`config.mk`:
```
export PLATFORM = sky130hd
export DESIGN_NAME = hsrsc_top
export DESIGN_NICKNAME = d
export VERILOG_FILES = /design/src/hdl/hsrsc_pkg.sv /design/src/hdl/hsrsc_sync.sv /design/src/hdl/hsrsc_axil.sv /design/src/hdl/hsrsc_top.sv
export VERILOG_INCLUDE_DIRS = /design/src /design/src/hdl
export SDC_FILE = /design/constraint.sdc
export NUM_CORES = 1
export LEC_CHECK = 0
export BUFFER_PORTS_ARGS = -buffer_cell sky130_fd_sc_hd__buf_2
export CORE_MARGIN = 1
export CORE_UTILIZATION = 50
export CTS_CLUSTER_DIAMETER = 150
export DETAILED_ROUTE_END_ITERATION = 10
export GPL_TIMING_DRIVEN = 0
export PLACE_DENSITY = 0.71
export RECOVER_POWER = 50
export REMOVE_ABC_BUFFERS = 1
export SLEW_MARGIN = 20
export SYNTH_ARGS = -nofsm -noshare
export SYNTH_HDL_FRONTEND = slang
export SYNTH_SLANG_ARGS = --single-unit
```
`constraint.sdc`:
```
create_clock -name aclk -period 3.02 [get_ports aclk]
set_input_delay 0.604 -clock aclk [delete_from_list [all_inputs] [get_ports aclk]]
set_output_delay 0.604 -clock aclk [all_outputs]
set_load 0.03 [all_outputs]
```
`src/hdl/hsrsc_defs.svh`:
```
// Purpose: Constants for the headstage relay switch control block.
// Assumes: aclk runs at 10 MHz.
// Notes: Offsets are byte addresses on the AXI4-Lite register bus.
`ifndef HSRSC_DEFS_SVH
`define HSRSC_DEFS_SVH

// ************************************************************
// Pattern layout
// ************************************************************
`define HSRSC_PAT_BITS 24
`define HSRSC_CH_LSB 0
`define HSRSC_GND_BIT 16
`define HSRSC_REF_BIT 17
`define HSRSC_BANK_LSB 18
`define HSRSC_BANK_W 4

// ************************************************************
// Timing
// ************************************************************
`define HSRSC_CLK_HZ 10000000
`define HSRSC_RELAY_MS 2
`define HSRSC_INIT_MS 10
`define HSRSC_RELAY_CYC ((`HSRSC_CLK_HZ / 1000) * `HSRSC_RELAY_MS)
`define HSRSC_INIT_CYC ((`HSRSC_CLK_HZ / 1000) * `HSRSC_INIT_MS)

// ************************************************************
// Registers
// ************************************************************
`define HSRSC_REG_CTRL 8'h00
`define HSRSC_REG_STATUS 8'h04
`define HSRSC_REG_ROUTE 8'h08
`define HSRSC_REG_SHIFT 8'h0C
`define HSRSC_CTRL_RESET 32'h00000000

`endif

```
`src/hdl/hsrsc_pkg.sv`:
```
// Purpose: Types for the headstage relay switch control block.
// Assumes: Constants come from hsrsc_defs.svh.
// Notes: Holds states and carrier structs only.
package hsrsc_pkg;

  // Relay routing as applied to the drivers.
  typedef struct packed {
    logic ref_relay;
    logic gnd_relay;
    logic [15:0] stim_route;
  } hsrsc_route_t;

  // Link pins, raw or after synchronisation.
  typedef struct packed {
    logic clk;
    logic data;
    logic load_latch;
  } hsrsc_link_t;

  // Sequencer states.
  typedef enum logic [1:0] {
    HSRSC_INIT = 2'b00,
    HSRSC_IDLE = 2'b01,
    HSRSC_SETTLE = 2'b10
  } hsrsc_state_t;

endpackage : hsrsc_pkg

```
`src/hdl/hsrsc_sync.sv`:
```
// Purpose: Two flip-flop synchroniser for the link pins.
// Assumes: Pins are asynchronous to aclk.
// Notes: The first stage feeds only the second.
`timescale 1ns/1ps
module hsrsc_sync (
  input wire logic aclk, // System clock.
  input wire logic aresetn, // Synchronous reset, active low.
  input wire hsrsc_pkg::hsrsc_link_t pins, // Raw link pins.
  output hsrsc_pkg::hsrsc_link_t synced // Synchronised link pins.
);
  import hsrsc_pkg::*;

  typedef struct packed {
    hsrsc_link_t s1;
    hsrsc_link_t s2;
  } hsrsc_sync_st_t;

  hsrsc_sync_st_t st;
  hsrsc_sync_st_t next_st;

  // Shift the pins through two stages.
  always_comb
  begin
    next_st.s1 = pins;
    next_st.s2 = st.s1;
  end

  // Register the stages.
  always_ff @(posedge aclk)
  begin
    if (!aresetn)
      st <= '0;
    else
      st <= next_st;
  end

  assign synced = st.s2;
endmodule : hsrsc_sync

```
`src/hdl/hsrsc_axil.sv`:
```
// Purpose: AXI4-Lite slave for the relay switch control registers.
// Assumes: One write and one read at a time.
// Notes: Address and data may arrive in either order.
`timescale 1ns/1ps
`include "hsrsc_defs.svh"
module hsrsc_axil (
  input wire logic aclk, // System clock.
  input wire logic aresetn, // Synchronous reset, active low.
  input wire logic [7:0] awaddr, // Write address.
  input wire logic awvalid, // Write address valid.
  output logic awready, // Write address ready.
  input wire logic [31:0] wdata, // Write data.
  input wire logic [3:0] wstrb, // Write strobes.
  input wire logic wvalid, // Write data valid.
  output logic wready, // Write data ready.
  output logic [1:0] bresp, // Write response.
  output logic bvalid, // Write response valid.
  input wire logic bready, // Write response ready.
  input wire logic [7:0] araddr, // Read address.
  input wire logic arvalid, // Read address valid.
  output logic arready, // Read address ready.
  output logic [31:0] rdata, // Read data.
  output logic [1:0] rresp, // Read response.
  output logic rvalid, // Read data valid.
  input wire logic rready, // Read data ready.
  output logic [31:0] ctrl, // Control register.
  input wire logic [31:0] status, // Status word.
  input wire logic [31:0] route, // Applied route word.
  input wire logic [31:0] shift // Shift register word.
);
  import hsrsc_pkg::*;

  typedef struct packed {
    logic aw_got;
    logic w_got;
    logic [7:0] aw;
    logic [31:0] wd;
    logic [3:0] ws;
    logic bvalid;
    logic [1:0] bresp;
    logic rvalid;
    logic [1:0] rresp;
    logic [31:0] rdata;
    logic [31:0] ctrl;
  } hsrsc_axil_st_t;

  hsrsc_axil_st_t st;
  hsrsc_axil_st_t next_st;

  // Capture halves of a write, commit when both are in, answer reads.
  always_comb
  begin
    next_st = st;
    if (awvalid && !st.aw_got && !st.bvalid)
    begin
      next_st.aw_got = 1'b1;
      next_st.aw = awaddr;
    end
    if (wvalid && !st.w_got && !st.bvalid)
    begin
      next_st.w_got = 1'b1;
      next_st.wd = wdata;
      next_st.ws = wstrb;
    end
    if (st.aw_got && st.w_got)
    begin
      next_st.aw_got = 1'b0;
      next_st.w_got = 1'b0;
      next_st.bvalid = 1'b1;
      next_st.bresp = 2'b00;
      if (st.aw == `HSRSC_REG_CTRL)
      begin
        for (int i = 0; i < 4; i++)
          if (st.ws[i])
            next_st.ctrl[i*8 +: 8] = st.wd[i*8 +: 8];
      end
      else if (st.aw != `HSRSC_REG_STATUS && st.aw != `HSRSC_REG_ROUTE &&
               st.aw != `HSRSC_REG_SHIFT)
        next_st.bresp = 2'b10;
    end
    if (st.bvalid && bready)
      next_st.bvalid = 1'b0;
    if (arvalid && !st.rvalid)
    begin
      next_st.rvalid = 1'b1;
      next_st.rresp = 2'b00;
      unique case (araddr)
        `HSRSC_REG_CTRL: next_st.rdata = st.ctrl;
        `HSRSC_REG_STATUS: next_st.rdata = status;
        `HSRSC_REG_ROUTE: next_st.rdata = route;
        `HSRSC_REG_SHIFT: next_st.rdata = shift;
        default:
        begin
          next_st.rdata = 32'h00000000;
          next_st.rresp = 2'b10;
        end
      endcase
    end
    else if (st.rvalid && rready)
      next_st.rvalid = 1'b0;
  end

  // Register the slave state.
  always_ff @(posedge aclk)
  begin
    if (!aresetn)
    begin
      st <= '0;
      st.ctrl <= `HSRSC_CTRL_RESET;
    end
    else
      st <= next_st;
  end

  assign awready = !st.aw_got && !st.bvalid;
  assign wready = !st.w_got && !st.bvalid;
  assign bvalid = st.bvalid;
  assign bresp = st.bresp;
  assign arready = !st.rvalid;
  assign rvalid = st.rvalid;
  assign rresp = st.rresp;
  assign rdata = st.rdata;
  assign ctrl = st.ctrl;
endmodule : hsrsc_axil

```
`src/hdl/hsrsc_top.sv`:
```
// Purpose: Relay switch control of a 16-channel switchable headstage.
// Assumes: Link pins are asynchronous; aclk is 10 MHz.
// Notes: Routing changes only after a load/latch pulse plus relay delay.
//
// The placing of the registers and the AXI4-Lite interface to the registers were decided locally.
`timescale 1ns/1ps
`include "hsrsc_defs.svh"

// Functional notes
// - Routing comes from a 24-bit serial control pattern.
// - Relays apply new routing 2 ms after the pattern is latched.
// - Total switching time is pattern transfer plus relay delay.
// - Selected channels go to stimulator; others stay on the preamp.
// - Routing is invalid until 10 ms after start.
// - A relay ties electrode ground to preamp ground.
// - A relay ties electrode reference to preamp reference.
module hsrsc_top (
  input wire logic aclk, // System clock, 10 MHz.
  input wire logic aresetn, // Synchronous reset, active low.
  input wire logic link_clk, // Serial clock pin.
  input wire logic link_data, // Serial data pin.
  input wire logic load_latch, // Load/latch pin.
  output logic stimulator_detect, // Headstage present indicator.
  output logic [15:0] stim_route, // Per channel: 1 to stimulator.
  output logic [15:0] rec_route, // Per channel: 1 to preamp.
  output logic gnd_relay, // Electrode ground tied to preamp ground.
  output logic ref_relay, // Electrode reference tied to preamp reference.
  output logic route_valid, // Routing valid for use.
  input wire logic [7:0] awaddr, // AXI write address.
  input wire logic awvalid, // AXI write address valid.
  output logic awready, // AXI write address ready.
  input wire logic [31:0] wdata, // AXI write data.
  input wire logic [3:0] wstrb, // AXI write strobes.
  input wire logic wvalid, // AXI write data valid.
  output logic wready, // AXI write data ready.
  output logic [1:0] bresp, // AXI write response.
  output logic bvalid, // AXI write response valid.
  input wire logic bready, // AXI write response ready.
  input wire logic [7:0] araddr, // AXI read address.
  input wire logic arvalid, // AXI read address valid.
  output logic arready, // AXI read address ready.
  output logic [31:0] rdata, // AXI read data.
  output logic [1:0] rresp, // AXI read response.
  output logic rvalid, // AXI read data valid.
  input wire logic rready // AXI read data ready.
);
  import hsrsc_pkg::*;

  localparam int RELAY_CYC = `HSRSC_RELAY_CYC;
  localparam int INIT_CYC = `HSRSC_INIT_CYC;

  // ************************************************************
  // State
  // ************************************************************
  typedef struct packed {
    hsrsc_state_t fsm;
    logic [17:0] timer;
    logic clk_d;
    logic lat_d;
    logic [`HSRSC_PAT_BITS-1:0] shreg;
    logic [4:0] nbits;
    logic [`HSRSC_PAT_BITS-1:0] latched;
    hsrsc_route_t route;
    logic [15:0] rec;
    logic valid;
    logic pending;
    logic [7:0] ignored;
    logic detect;
  } hsrsc_top_st_t;

  hsrsc_top_st_t st;
  hsrsc_top_st_t next_st;
  hsrsc_link_t pins;
  hsrsc_link_t link;
  logic [31:0] ctrl;
  logic [31:0] status_w;
  logic [31:0] route_w;
  logic [31:0] shift_w;
  logic clk_rise;
  logic lat_rise;
  logic bank_hit;
  hsrsc_route_t new_route;

  // ************************************************************
  // Link input synchronisation
  // ************************************************************
  // All routing patterns enter through the stimulator port pins; the bank number comes from the CTRL register.
  assign pins = '{clk: link_clk, data: link_data,
                  load_latch: load_latch};

  hsrsc_sync u_sync (
    .aclk(aclk),
    .aresetn(aresetn),
    .pins(pins),
    .synced(link)
  );

  // Edges are found on the synchronised copies only.
  assign clk_rise = link.clk && !st.clk_d;
  assign lat_rise = link.load_latch && !st.lat_d;

  // The bank field in the pattern must match this headstage's bank.
  assign bank_hit = st.shreg[`HSRSC_BANK_LSB +: `HSRSC_BANK_W] ==
                    ctrl[`HSRSC_BANK_W-1:0];

  // Decode a latched pattern into relay settings.
  always_comb
  begin
    new_route.stim_route = st.latched[`HSRSC_CH_LSB +: 16];
    new_route.gnd_relay = st.latched[`HSRSC_GND_BIT];
    new_route.ref_relay = st.latched[`HSRSC_REF_BIT];
  end

  // ************************************************************
  // Shifter, latch and relay sequencer
  // ************************************************************
  // A latch seen during the relay settle restarts the settle with the
  // newer pattern; the relays never see a half-applied pattern.
  always_comb
  begin
    next_st = st;
    next_st.clk_d = link.clk;
    next_st.lat_d = link.load_latch;
    next_st.detect = 1'b1;
    if (clk_rise)
    begin
      next_st.shreg = {st.shreg[`HSRSC_PAT_BITS-2:0], link.data};
      if (st.nbits != 5'(`HSRSC_PAT_BITS))
        next_st.nbits = st.nbits + 5'd1;
    end
    if (lat_rise)
    begin
      next_st.nbits = 5'd0;
      if (st.nbits == 5'(`HSRSC_PAT_BITS) && bank_hit)
      begin
        next_st.latched = st.shreg;
        next_st.pending = 1'b1;
      end
      else
        next_st.ignored = st.ignored + 8'd1;
    end
    if (st.timer != 18'd0)
      next_st.timer = st.timer - 18'd1;
    unique case (st.fsm)
      HSRSC_INIT:
      begin
        // The full count runs out first, so routing is never valid early.
        if (st.timer == 18'd0)
        begin
          next_st.valid = 1'b1;
          next_st.fsm = HSRSC_IDLE;
        end
      end
      HSRSC_IDLE:
      begin
        if (st.pending)
        begin
          next_st.pending = 1'b0;
          next_st.timer = 18'(RELAY_CYC);
          next_st.fsm = HSRSC_SETTLE;
        end
      end
      HSRSC_SETTLE:
      begin
        if (st.pending)
        begin
          next_st.pending = 1'b0;
          next_st.timer = 18'(RELAY_CYC);
        end
        else if (st.timer == 18'd1)
        begin
          next_st.route = new_route;
          next_st.rec = ~new_route.stim_route;
          next_st.fsm = HSRSC_IDLE;
        end
      end
      default:
        next_st.fsm = HSRSC_IDLE;
    endcase
    if (lat_rise && next_st.pending == 1'b0 && st.fsm != HSRSC_INIT &&
        st.nbits == 5'(`HSRSC_PAT_BITS) && bank_hit)
      next_st.pending = 1'b1;
  end

  // Register all state.
  always_ff @(posedge aclk)
  begin
    if (!aresetn)
    begin
      st <= '0;
      st.fsm <= HSRSC_INIT;
      st.timer <= 18'(INIT_CYC);
      // Every channel sits on the preamp path out of reset.
      st.rec <= 16'hFFFF;
    end
    else
      st <= next_st;
  end

  // ************************************************************
  // Registers and outputs
  // ************************************************************
  assign status_w = {16'h0000, st.ignored, 3'b000,
                     st.nbits == 5'(`HSRSC_PAT_BITS), st.pending,
                     st.fsm == HSRSC_SETTLE, st.valid, st.fsm == HSRSC_INIT};
  assign route_w = {14'h0000, st.route};
  assign shift_w = {8'h00, st.shreg};

  hsrsc_axil u_axil (
    .aclk(aclk),
    .aresetn(aresetn),
    .awaddr(awaddr),
    .awvalid(awvalid),
    .awready(awready),
    .wdata(wdata),
    .wstrb(wstrb),
    .wvalid(wvalid),
    .wready(wready),
    .bresp(bresp),
    .bvalid(bvalid),
    .bready(bready),
    .araddr(araddr),
    .arvalid(arvalid),
    .arready(arready),
    .rdata(rdata),
    .rresp(rresp),
    .rvalid(rvalid),
    .rready(rready),
    .ctrl(ctrl),
    .status(status_w),
    .route(route_w),
    .shift(shift_w)
  );

  // Routing outputs come straight from state flip-flops.
  assign stim_route = st.route.stim_route;
  assign rec_route = st.rec;
  assign gnd_relay = st.route.gnd_relay;
  assign ref_relay = st.route.ref_relay;
  assign route_valid = st.valid;
  assign stimulator_detect = st.detect;

  // ************************************************************
  // Assertions
  // ************************************************************
  property p_relay_delay;
    @(posedge aclk) disable iff (!aresetn)
    (st.fsm == HSRSC_SETTLE && st.timer == 18'd1 && !st.pending)
      |=> stim_route == $past(new_route.stim_route);
  endproperty
  a_relay_delay: assert property (p_relay_delay)
    else $error("relay routing not applied after delay");

  property p_no_change_idle;
    @(posedge aclk) disable iff (!aresetn)
    (st.fsm == HSRSC_IDLE && !st.pending) |=> $stable(stim_route);
  endproperty
  a_no_change_idle: assert property (p_no_change_idle)
    else $error("routing changed without latch");

  property p_split;
    @(posedge aclk) disable iff (!aresetn)
    1'b1 |-> (stim_route ^ rec_route) == 16'hFFFF;
  endproperty
  a_split: assert property (p_split)
    else $error("channel on both or neither path");

  property p_init_invalid;
    @(posedge aclk) disable iff (!aresetn)
    (st.fsm == HSRSC_INIT) |-> !route_valid;
  endproperty
  a_init_invalid: assert property (p_init_invalid)
    else $error("routing valid before init");

  property p_shift;
    @(posedge aclk) disable iff (!aresetn)
    clk_rise |=> st.shreg[0] == $past(link.data);
  endproperty
  a_shift: assert property (p_shift)
    else $error("serial bit not shifted");

  property p_latch;
    @(posedge aclk) disable iff (!aresetn)
    (lat_rise && st.nbits == 5'(`HSRSC_PAT_BITS) && bank_hit)
      |=> st.latched == $past(st.shreg);
  endproperty
  a_latch: assert property (p_latch)
    else $error("full pattern not latched");

  property p_gnd;
    @(posedge aclk) disable iff (!aresetn)
    $changed(gnd_relay) |-> $past(st.fsm) == HSRSC_SETTLE;
  endproperty
  a_gnd: assert property (p_gnd)
    else $error("ground relay moved outside settle");

  property p_ref;
    @(posedge aclk) disable iff (!aresetn)
    $changed(ref_relay) |-> $past(st.fsm) == HSRSC_SETTLE;
  endproperty
  a_ref: assert property (p_ref)
    else $error("reference relay moved outside settle");
endmodule : hsrsc_top

```
Word level (Yosys, flattened, before mapping)
Index checks and enable logic that the tools add are counted.
{"block": "totals", "in_bits": 62, "register_bits": 242, "latch_bits": 0, "output_inout_bits": 77, "ramBits": 0, "mem_bits_ro": 0, "word_cells": 127, "memories": 0}
{"block": "op_classes", "addsub": 3, "div_mod_pow": 0, "eq_ne": 16, "multipliers": 0, "n_shift": 0, "reduce_logical": 47, "mux": 21, "magnitude_cmp": 0, "bitwise": 5}
{"op": "$pmux W32 S4", "n": 1}
{"op": "$mux W18", "n": 2}
{"op": "$pmux W18 S2", "n": 1}
{"op": "$mux W20", "n": 1}
{"op": "$logic_and A1 B1 Y1", "n": 19}
{"op": "$eq A18 B1 Y1 const B", "n": 1}
{"op": "$logic_not A18 Y1", "n": 1}
{"op": "$reduce_bool A18 Y1", "n": 1}
{"op": "$sub A18 B1 Y18 const B", "n": 1}
{"op": "$eq A8 B4 Y1 const B", "n": 2}
{"op": "$logic_not A8 Y1", "n": 2}
{"op": "$ne A8 B4 Y1 const B", "n": 2}
{"op": "$not A16 Y16", "n": 1}
{"op": "$reduce_and A3 Y1", "n": 5}
{"op": "$mux W2", "n": 6}
{"op": "$mux W9", "n": 1}
{"op": "$add A8 B1 Y8 const B", "n": 1}
{"op": "$eq A8 B3 Y1 const B", "n": 1}
{"op": "$mux W8", "n": 1}
{"op": "$ne A2 B2 Y1 const B", "n": 4}
{"op": "$ne A8 B3 Y1 const B", "n": 1}
{"op": "$reduce_and A2 Y1", "n": 4}
{"op": "$reduce_or A2 Y1", "n": 4}
{"op": "$mux W1", "n": 7}
{"op": "13 further kinds", "n": 22}

Depth between registers and ports, before layout
{"block": "depth", "depth_word": 12, "ltp_mapped": 9, "mapped_depth_nobuf": 7}

Modules after synthesis
A second synthesis with hierarchy kept.
{"block": "unflattened", "hier_cells": 1116, "hier_area_um2": 10313.6}
{"mod": "hsrsc_axil", "instances": 1, "area_per_inst_um2": 5310.1, "cells_each": 536, "seq_area_each_um2": 2282.2}
{"mod": "hsrsc_top", "instances": 1, "area_per_inst_um2": 4845.9, "cells_each": 568, "seq_area_each_um2": 2282.2}
{"mod": "hsrsc_sync", "instances": 1, "area_per_inst_um2": 157.7, "cells_each": 12, "seq_area_each_um2": 120.1}

Worst setup path after synthesis
Ideal clock, no wire load.
{"block": "synth_timing", "path_type": "flip-flop to flip-flop", "start": "register st[100] (netlist name)", "end": "register st[114] (netlist name)", "synth_period_minus_slack_ns": 2.045, "path_stages_with_launch": 8, "arrival_ns": 1.922, "path_slack_ns": 0.975, "n_path_buf": 0, "required_ns": 2.897, "setup_time_ns": 0.123, "path_cell_list": "dfxtp_1 > inv_1 > ha_1 > or3b_2 > or3_4 > nor4_1 > xnor2_1 > a21oi_1"}
{"block": "synth_between", "elab_chain_len": 4, "word_cells_on_any_way": 6, "classes_between": "add/sub (1); mux (4); reduce/logical (1)"}
{"element": "start, declared", "line_no": "hsrsc_top.sv:71", "rtl": "hsrsc_top_st_t st;"}
{"element": "start signal, assigned", "line_no": "hsrsc_top.sv:197", "rtl": "st <= next_st;"}
{"element": "$sub A18 B1 Y18 or $reduce_bool A18 Y1 (tied branches)", "line_no": "hsrsc_top.sv:143, hsrsc_top.sv:142"}
{"element": "$mux W18 *", "line_no": "hsrsc_top.sv:142", "rtl": "if (st.timer != 18'd0)"}
{"element": "$mux W18 or $mux W20 (tied branches)", "line_no": "hsrsc_top.sv:165, hsrsc_top.sv:156"}
{"element": "$pmux W18 S2 *", "line_no": "hsrsc_top.sv:144", "rtl": "unique case (st.fsm)"}
Every way passes the cells marked *; elsewhere a longest branch is shown, timed or not. The select of a mux whose other input is x is not followed.
A chain may end at the register's enable or synchronous reset.

Worst setup path in the final report
{"block": "layout_timing", "start": "register st[104] (netlist name)", "end": "register st, in the netlist stim_route[12]"}
{"block": "layout_between", "elab_chain_len": 2}
{"element": "$eq A18 B1 Y1", "line_no": "hsrsc_top.sv:170", "rtl": "else if (st.timer == 18'd1)"}
{"element": "$reduce_and A3 Y1 (no source line)"}
No other way between the ends.

==> results.cfg <==
[status]
status = finished with violations
failed_checks = max-capacitance violations, max-slew violations

[timing]
measured_slew_at_the_worst_slew_check_pin_ns = 1.60
timing.max_slew.rel_slack = -0.0660
maxClockFrequency_mhz = 363
finalHoldViolCount = 0
holdWs_ns = 0.300
timing.setup.tns_ns = 0
post-route-period-util = 0.911
unrepaired_setup_endpoints_after_global_routing = no
period_minus_slack_ns = 2.75
maxSlewViolCount = 99
timing.clock.skew_ns = 0.0173
finalSetupViolCount = 0

[clock_tree]
htree_levels = 1
maximum_count_of_clock_buffers_along_a_single_path = 3
tritoncts = done
clkSlewWorstSetupHoldPaths_ns = 0.06
cts_buffers = 25
clk_latency_ns = 0.52
cts.sinks = 234
clock-root-buffer = sky130_fd_sc_hd__clkbuf_16

[detailed_routing]
routedWlPerCell_um = 15.2
first_pass_iters = 5
viasPerCell = 5.28
post-route-drc-count = 0
antenna_left = 0
vias_after_detailed_routing = 7926
dr.first_iter.drc_count = 515
finalWirelength_mm = 22.9

[synth]
post-synth-top-area-fraction = 0.462
synth.ff_latch_count = 234
synthesis.instances = 1185
post-synth-top-count-cell = sky130_fd_sc_hd__nand2_1
postSynth.asyncResetShare = 0
synth-seq-area-share = 0.462
synth.top_cells.by_area = sky130_fd_sc_hd__dfxtp_1 (46%), sky130_fd_sc_hd__nand2_1 (11%), sky130_fd_sc_hd__a21boi_0 (5.8%)
synth_top_cells_by_count = sky130_fd_sc_hd__nand2_1 (301), sky130_fd_sc_hd__dfxtp_1 (234), sky130_fd_sc_hd__a21boi_0 (78)
synth.largest_area_cell = sky130_fd_sc_hd__dfxtp_1
post_synth.cell_area_avg_um2 = 8.55
number_of_flops_mapped_to_enable_cells_by_yosys = 0
yosys_most_used_dff = sky130_fd_sc_hd__dfxtp_1
yosysWarnings = 0
yosysUniqueCellTypes = 49
synthesis.area_um2 = 10100

[worst_setup_path]
crit_path_max_fanout = 18
worst-setup-path-type = flip-flop to flip-flop
worst_ep_required_time_ns = 3.45
worst-endpoint-arrival_ns = 3.19
cp-end-kind = flip-flop
critPathLaunchType = flip-flop

[placement]
gpl.final_weighted_congestion = 0.801
place_area_um2 = 10500
post-dp-hpwl_mm = 15.1
port_buffers = 136

[die]
ioPinCount = 139
row_count = 51
initial_standard_cell_utilization_of_the_core = 0.515
fp.dieArea_um2 = 20800
core_region_area_um2 = 19700
die_h_um = 144
chipWidth_um = 144

[flow_run]
max-cap-violations = 1

[global_routing]
global_route.usage.met2 = 0.356
grt_antenna_before_repair = 0
global_route.peak_usage_layer = met2
grt_overflow = 0
number_of_global_route_vias_before_repair = 7269
grt_start_max_net_pins = 116
globalRouteTotalUtil = 0.222
global_route.usage.met3 = 0.0381
met1_usage = 0.308
grt_first_pass_wirelength_mm = 37.0

[pwr]
ir_worst_vdd_mv = 0.452
p_per_area_nw_per_um2 = 599
p_leak_nw = 4.16

[layout]
drive_gt1_frac = 0.110
syn_to_final_growth_pct = 10.7
final_net_count = 1288
antenna-diode-count = 0
stdcell_area_um2 = 11200

[worst_hold_path]
worst_hold_path_type = primary input to flip-flop
[placed cells by master (no fill, tap or decap), types with 5 or more instances in the layout]
cell type                   netlist  routed
sky130_fd_sc_hd__or2_2            6       6
sky130_fd_sc_hd__xor2_1           8       8
sky130_fd_sc_hd__ha_1             9       9
sky130_fd_sc_hd__nor3_1          12      12
sky130_fd_sc_hd__nand2_1        301     300
sky130_fd_sc_hd__a311oi_1         5       5
sky130_fd_sc_hd__nand4_1          6       6
sky130_fd_sc_hd__nand2b_1        10       9
sky130_fd_sc_hd__a21boi_1        53      53
sky130_fd_sc_hd__a22oi_1         33      33
sky130_fd_sc_hd__mux2i_1         31      31
sky130_fd_sc_hd__or3_1            6       6
sky130_fd_sc_hd__o211ai_1        17      17
sky130_fd_sc_hd__nor2_1          30      30
sky130_fd_sc_hd__a31oi_1          9       9
sky130_fd_sc_hd__clkbuf_8         0      10
sky130_fd_sc_hd__o21ai_0         17      17
sky130_fd_sc_hd__buf_2            2      68
sky130_fd_sc_hd__and2_1          16      12
sky130_fd_sc_hd__dfxtp_1        234     234
sky130_fd_sc_hd__clkbuf_1        65      73
sky130_fd_sc_hd__a21oi_1         14      14
sky130_fd_sc_hd__a21boi_0        78      78
sky130_fd_sc_hd__nand3_1         31      31
sky130_fd_sc_hd__o21ai_1         22      22
sky130_fd_sc_hd__clkbuf_16        0      25
sky130_fd_sc_hd__nor2b_1         32      31
sky130_fd_sc_hd__xnor2_1         17      17
sky130_fd_sc_hd__inv_1           12      12
[worst max-delay path: stages (launching register included)]
cell	delay [ns]
sky130_fd_sc_hd__dfxtp_1	0.35
sky130_fd_sc_hd__or4_4	0.57
sky130_fd_sc_hd__nor4_4	0.78
sky130_fd_sc_hd__and4_2	0.70
sky130_fd_sc_hd__nand2_1	0.11
sky130_fd_sc_hd__a21boi_1	0.15
[stage by stage]
step / instances / total power [W] / util / worst slack (ns)
6_report: 1500 / 0.00672 / 0.570 / 0.268
4_1_cts: 1500 / 0.00677 / 0.575 / 0.0394
3_5_place_dp: 1455 / 0.00380 / 0.534 / 0.0759
5_1_grt: 1500 / 0.00697 / 0.570 / 0.110
2_1_floorplan: 1046 / 0.00361 / - / -0.715
3_3_place_gp: 1447 / 0.00379 / 0.527 / -2.46
[worst paths after layout]
path                                        start                end  slack (ns)  cells past startpoint
worst max-delay path                      st[104]     stim_route[12]        0.27                      5
worst min-delay path                     link_clk  u_sync.next_st[2]        0.30                      2
worst max register to register            st[104]     stim_route[12]        0.27                      5
worst min register to register  u_sync.next_st[1]   u_sync.synced[1]        0.43                      1
[layer usage]
layer  vias to the layer above  routed length, µm
li1                       3991                  -
met1                      3690              10700
met2                       205              10200
met3                        40               1420
met4                         0                456
met5                         -                  0
[report_power, final]
| group | leakage (nW) | switching [W] | internal [W] |
|---|---|---|---|
| Sequential | 1.90 | 0.0000778 | 0.00317 |
| Combinational | 1.86 | 0.000288 | 0.000196 |
| Clock | 0.407 | 0.00121 | 0.00177 |
| Total | 4.16 | 0.00158 | 0.00514 |
[sequential cells by signal, indices dropped and copies added (netlist names)]
register	count
gnd_relay	1
u_axil.bresp	1
ref_relay	1
u_axil.st	46
u_axil.rvalid	1
stim_route	16
u_sync.synced	3
rec_route	16
route_valid	1
shift_w	24
st	36
new_route	18
u_axil.bvalid	1
u_sync.next_st	3
u_axil.ctrl	32
stimulator_detect	1
u_axil.rdata	32
u_axil.rresp	1
[cell type report]
class,instances,area [µm²]
clock inverters,5,32.5
repair buffers,144,688
multi-input cells,800,4650
fillers,1888,8440
inverters,12,45.0
well taps,265,332
flip-flops and latches,234,4680
clock buffers,40,782
[what timing repair did]
action                                  CTS  global route
buffers inserted                          0             0
hold buffers                              0             0
endpoints found under the setup margin    0            18
gates resized for setup                   0             1
[logic make-up (layout without fill, tap and decap cells)]
logic type | after synthesis | in the layout | synth area share
xor gates and xnor gates | 25 | 25 | 0.0216
muxes | 31 | 31 | 0.0306
and+or+nand+nor | 477 | 477 | 0.214
buffers and inverters | 152 | 201 | 0.0825
adders and majority gates | 9 | 9 | 0.0111
AOI/OAI and AO/OA | 256 | 256 | 0.177
DFF | 234 | 234 | 0.462
other | 1 | 2 | 0.000370
Note: power is estimated with default switching activity, not from simulation.
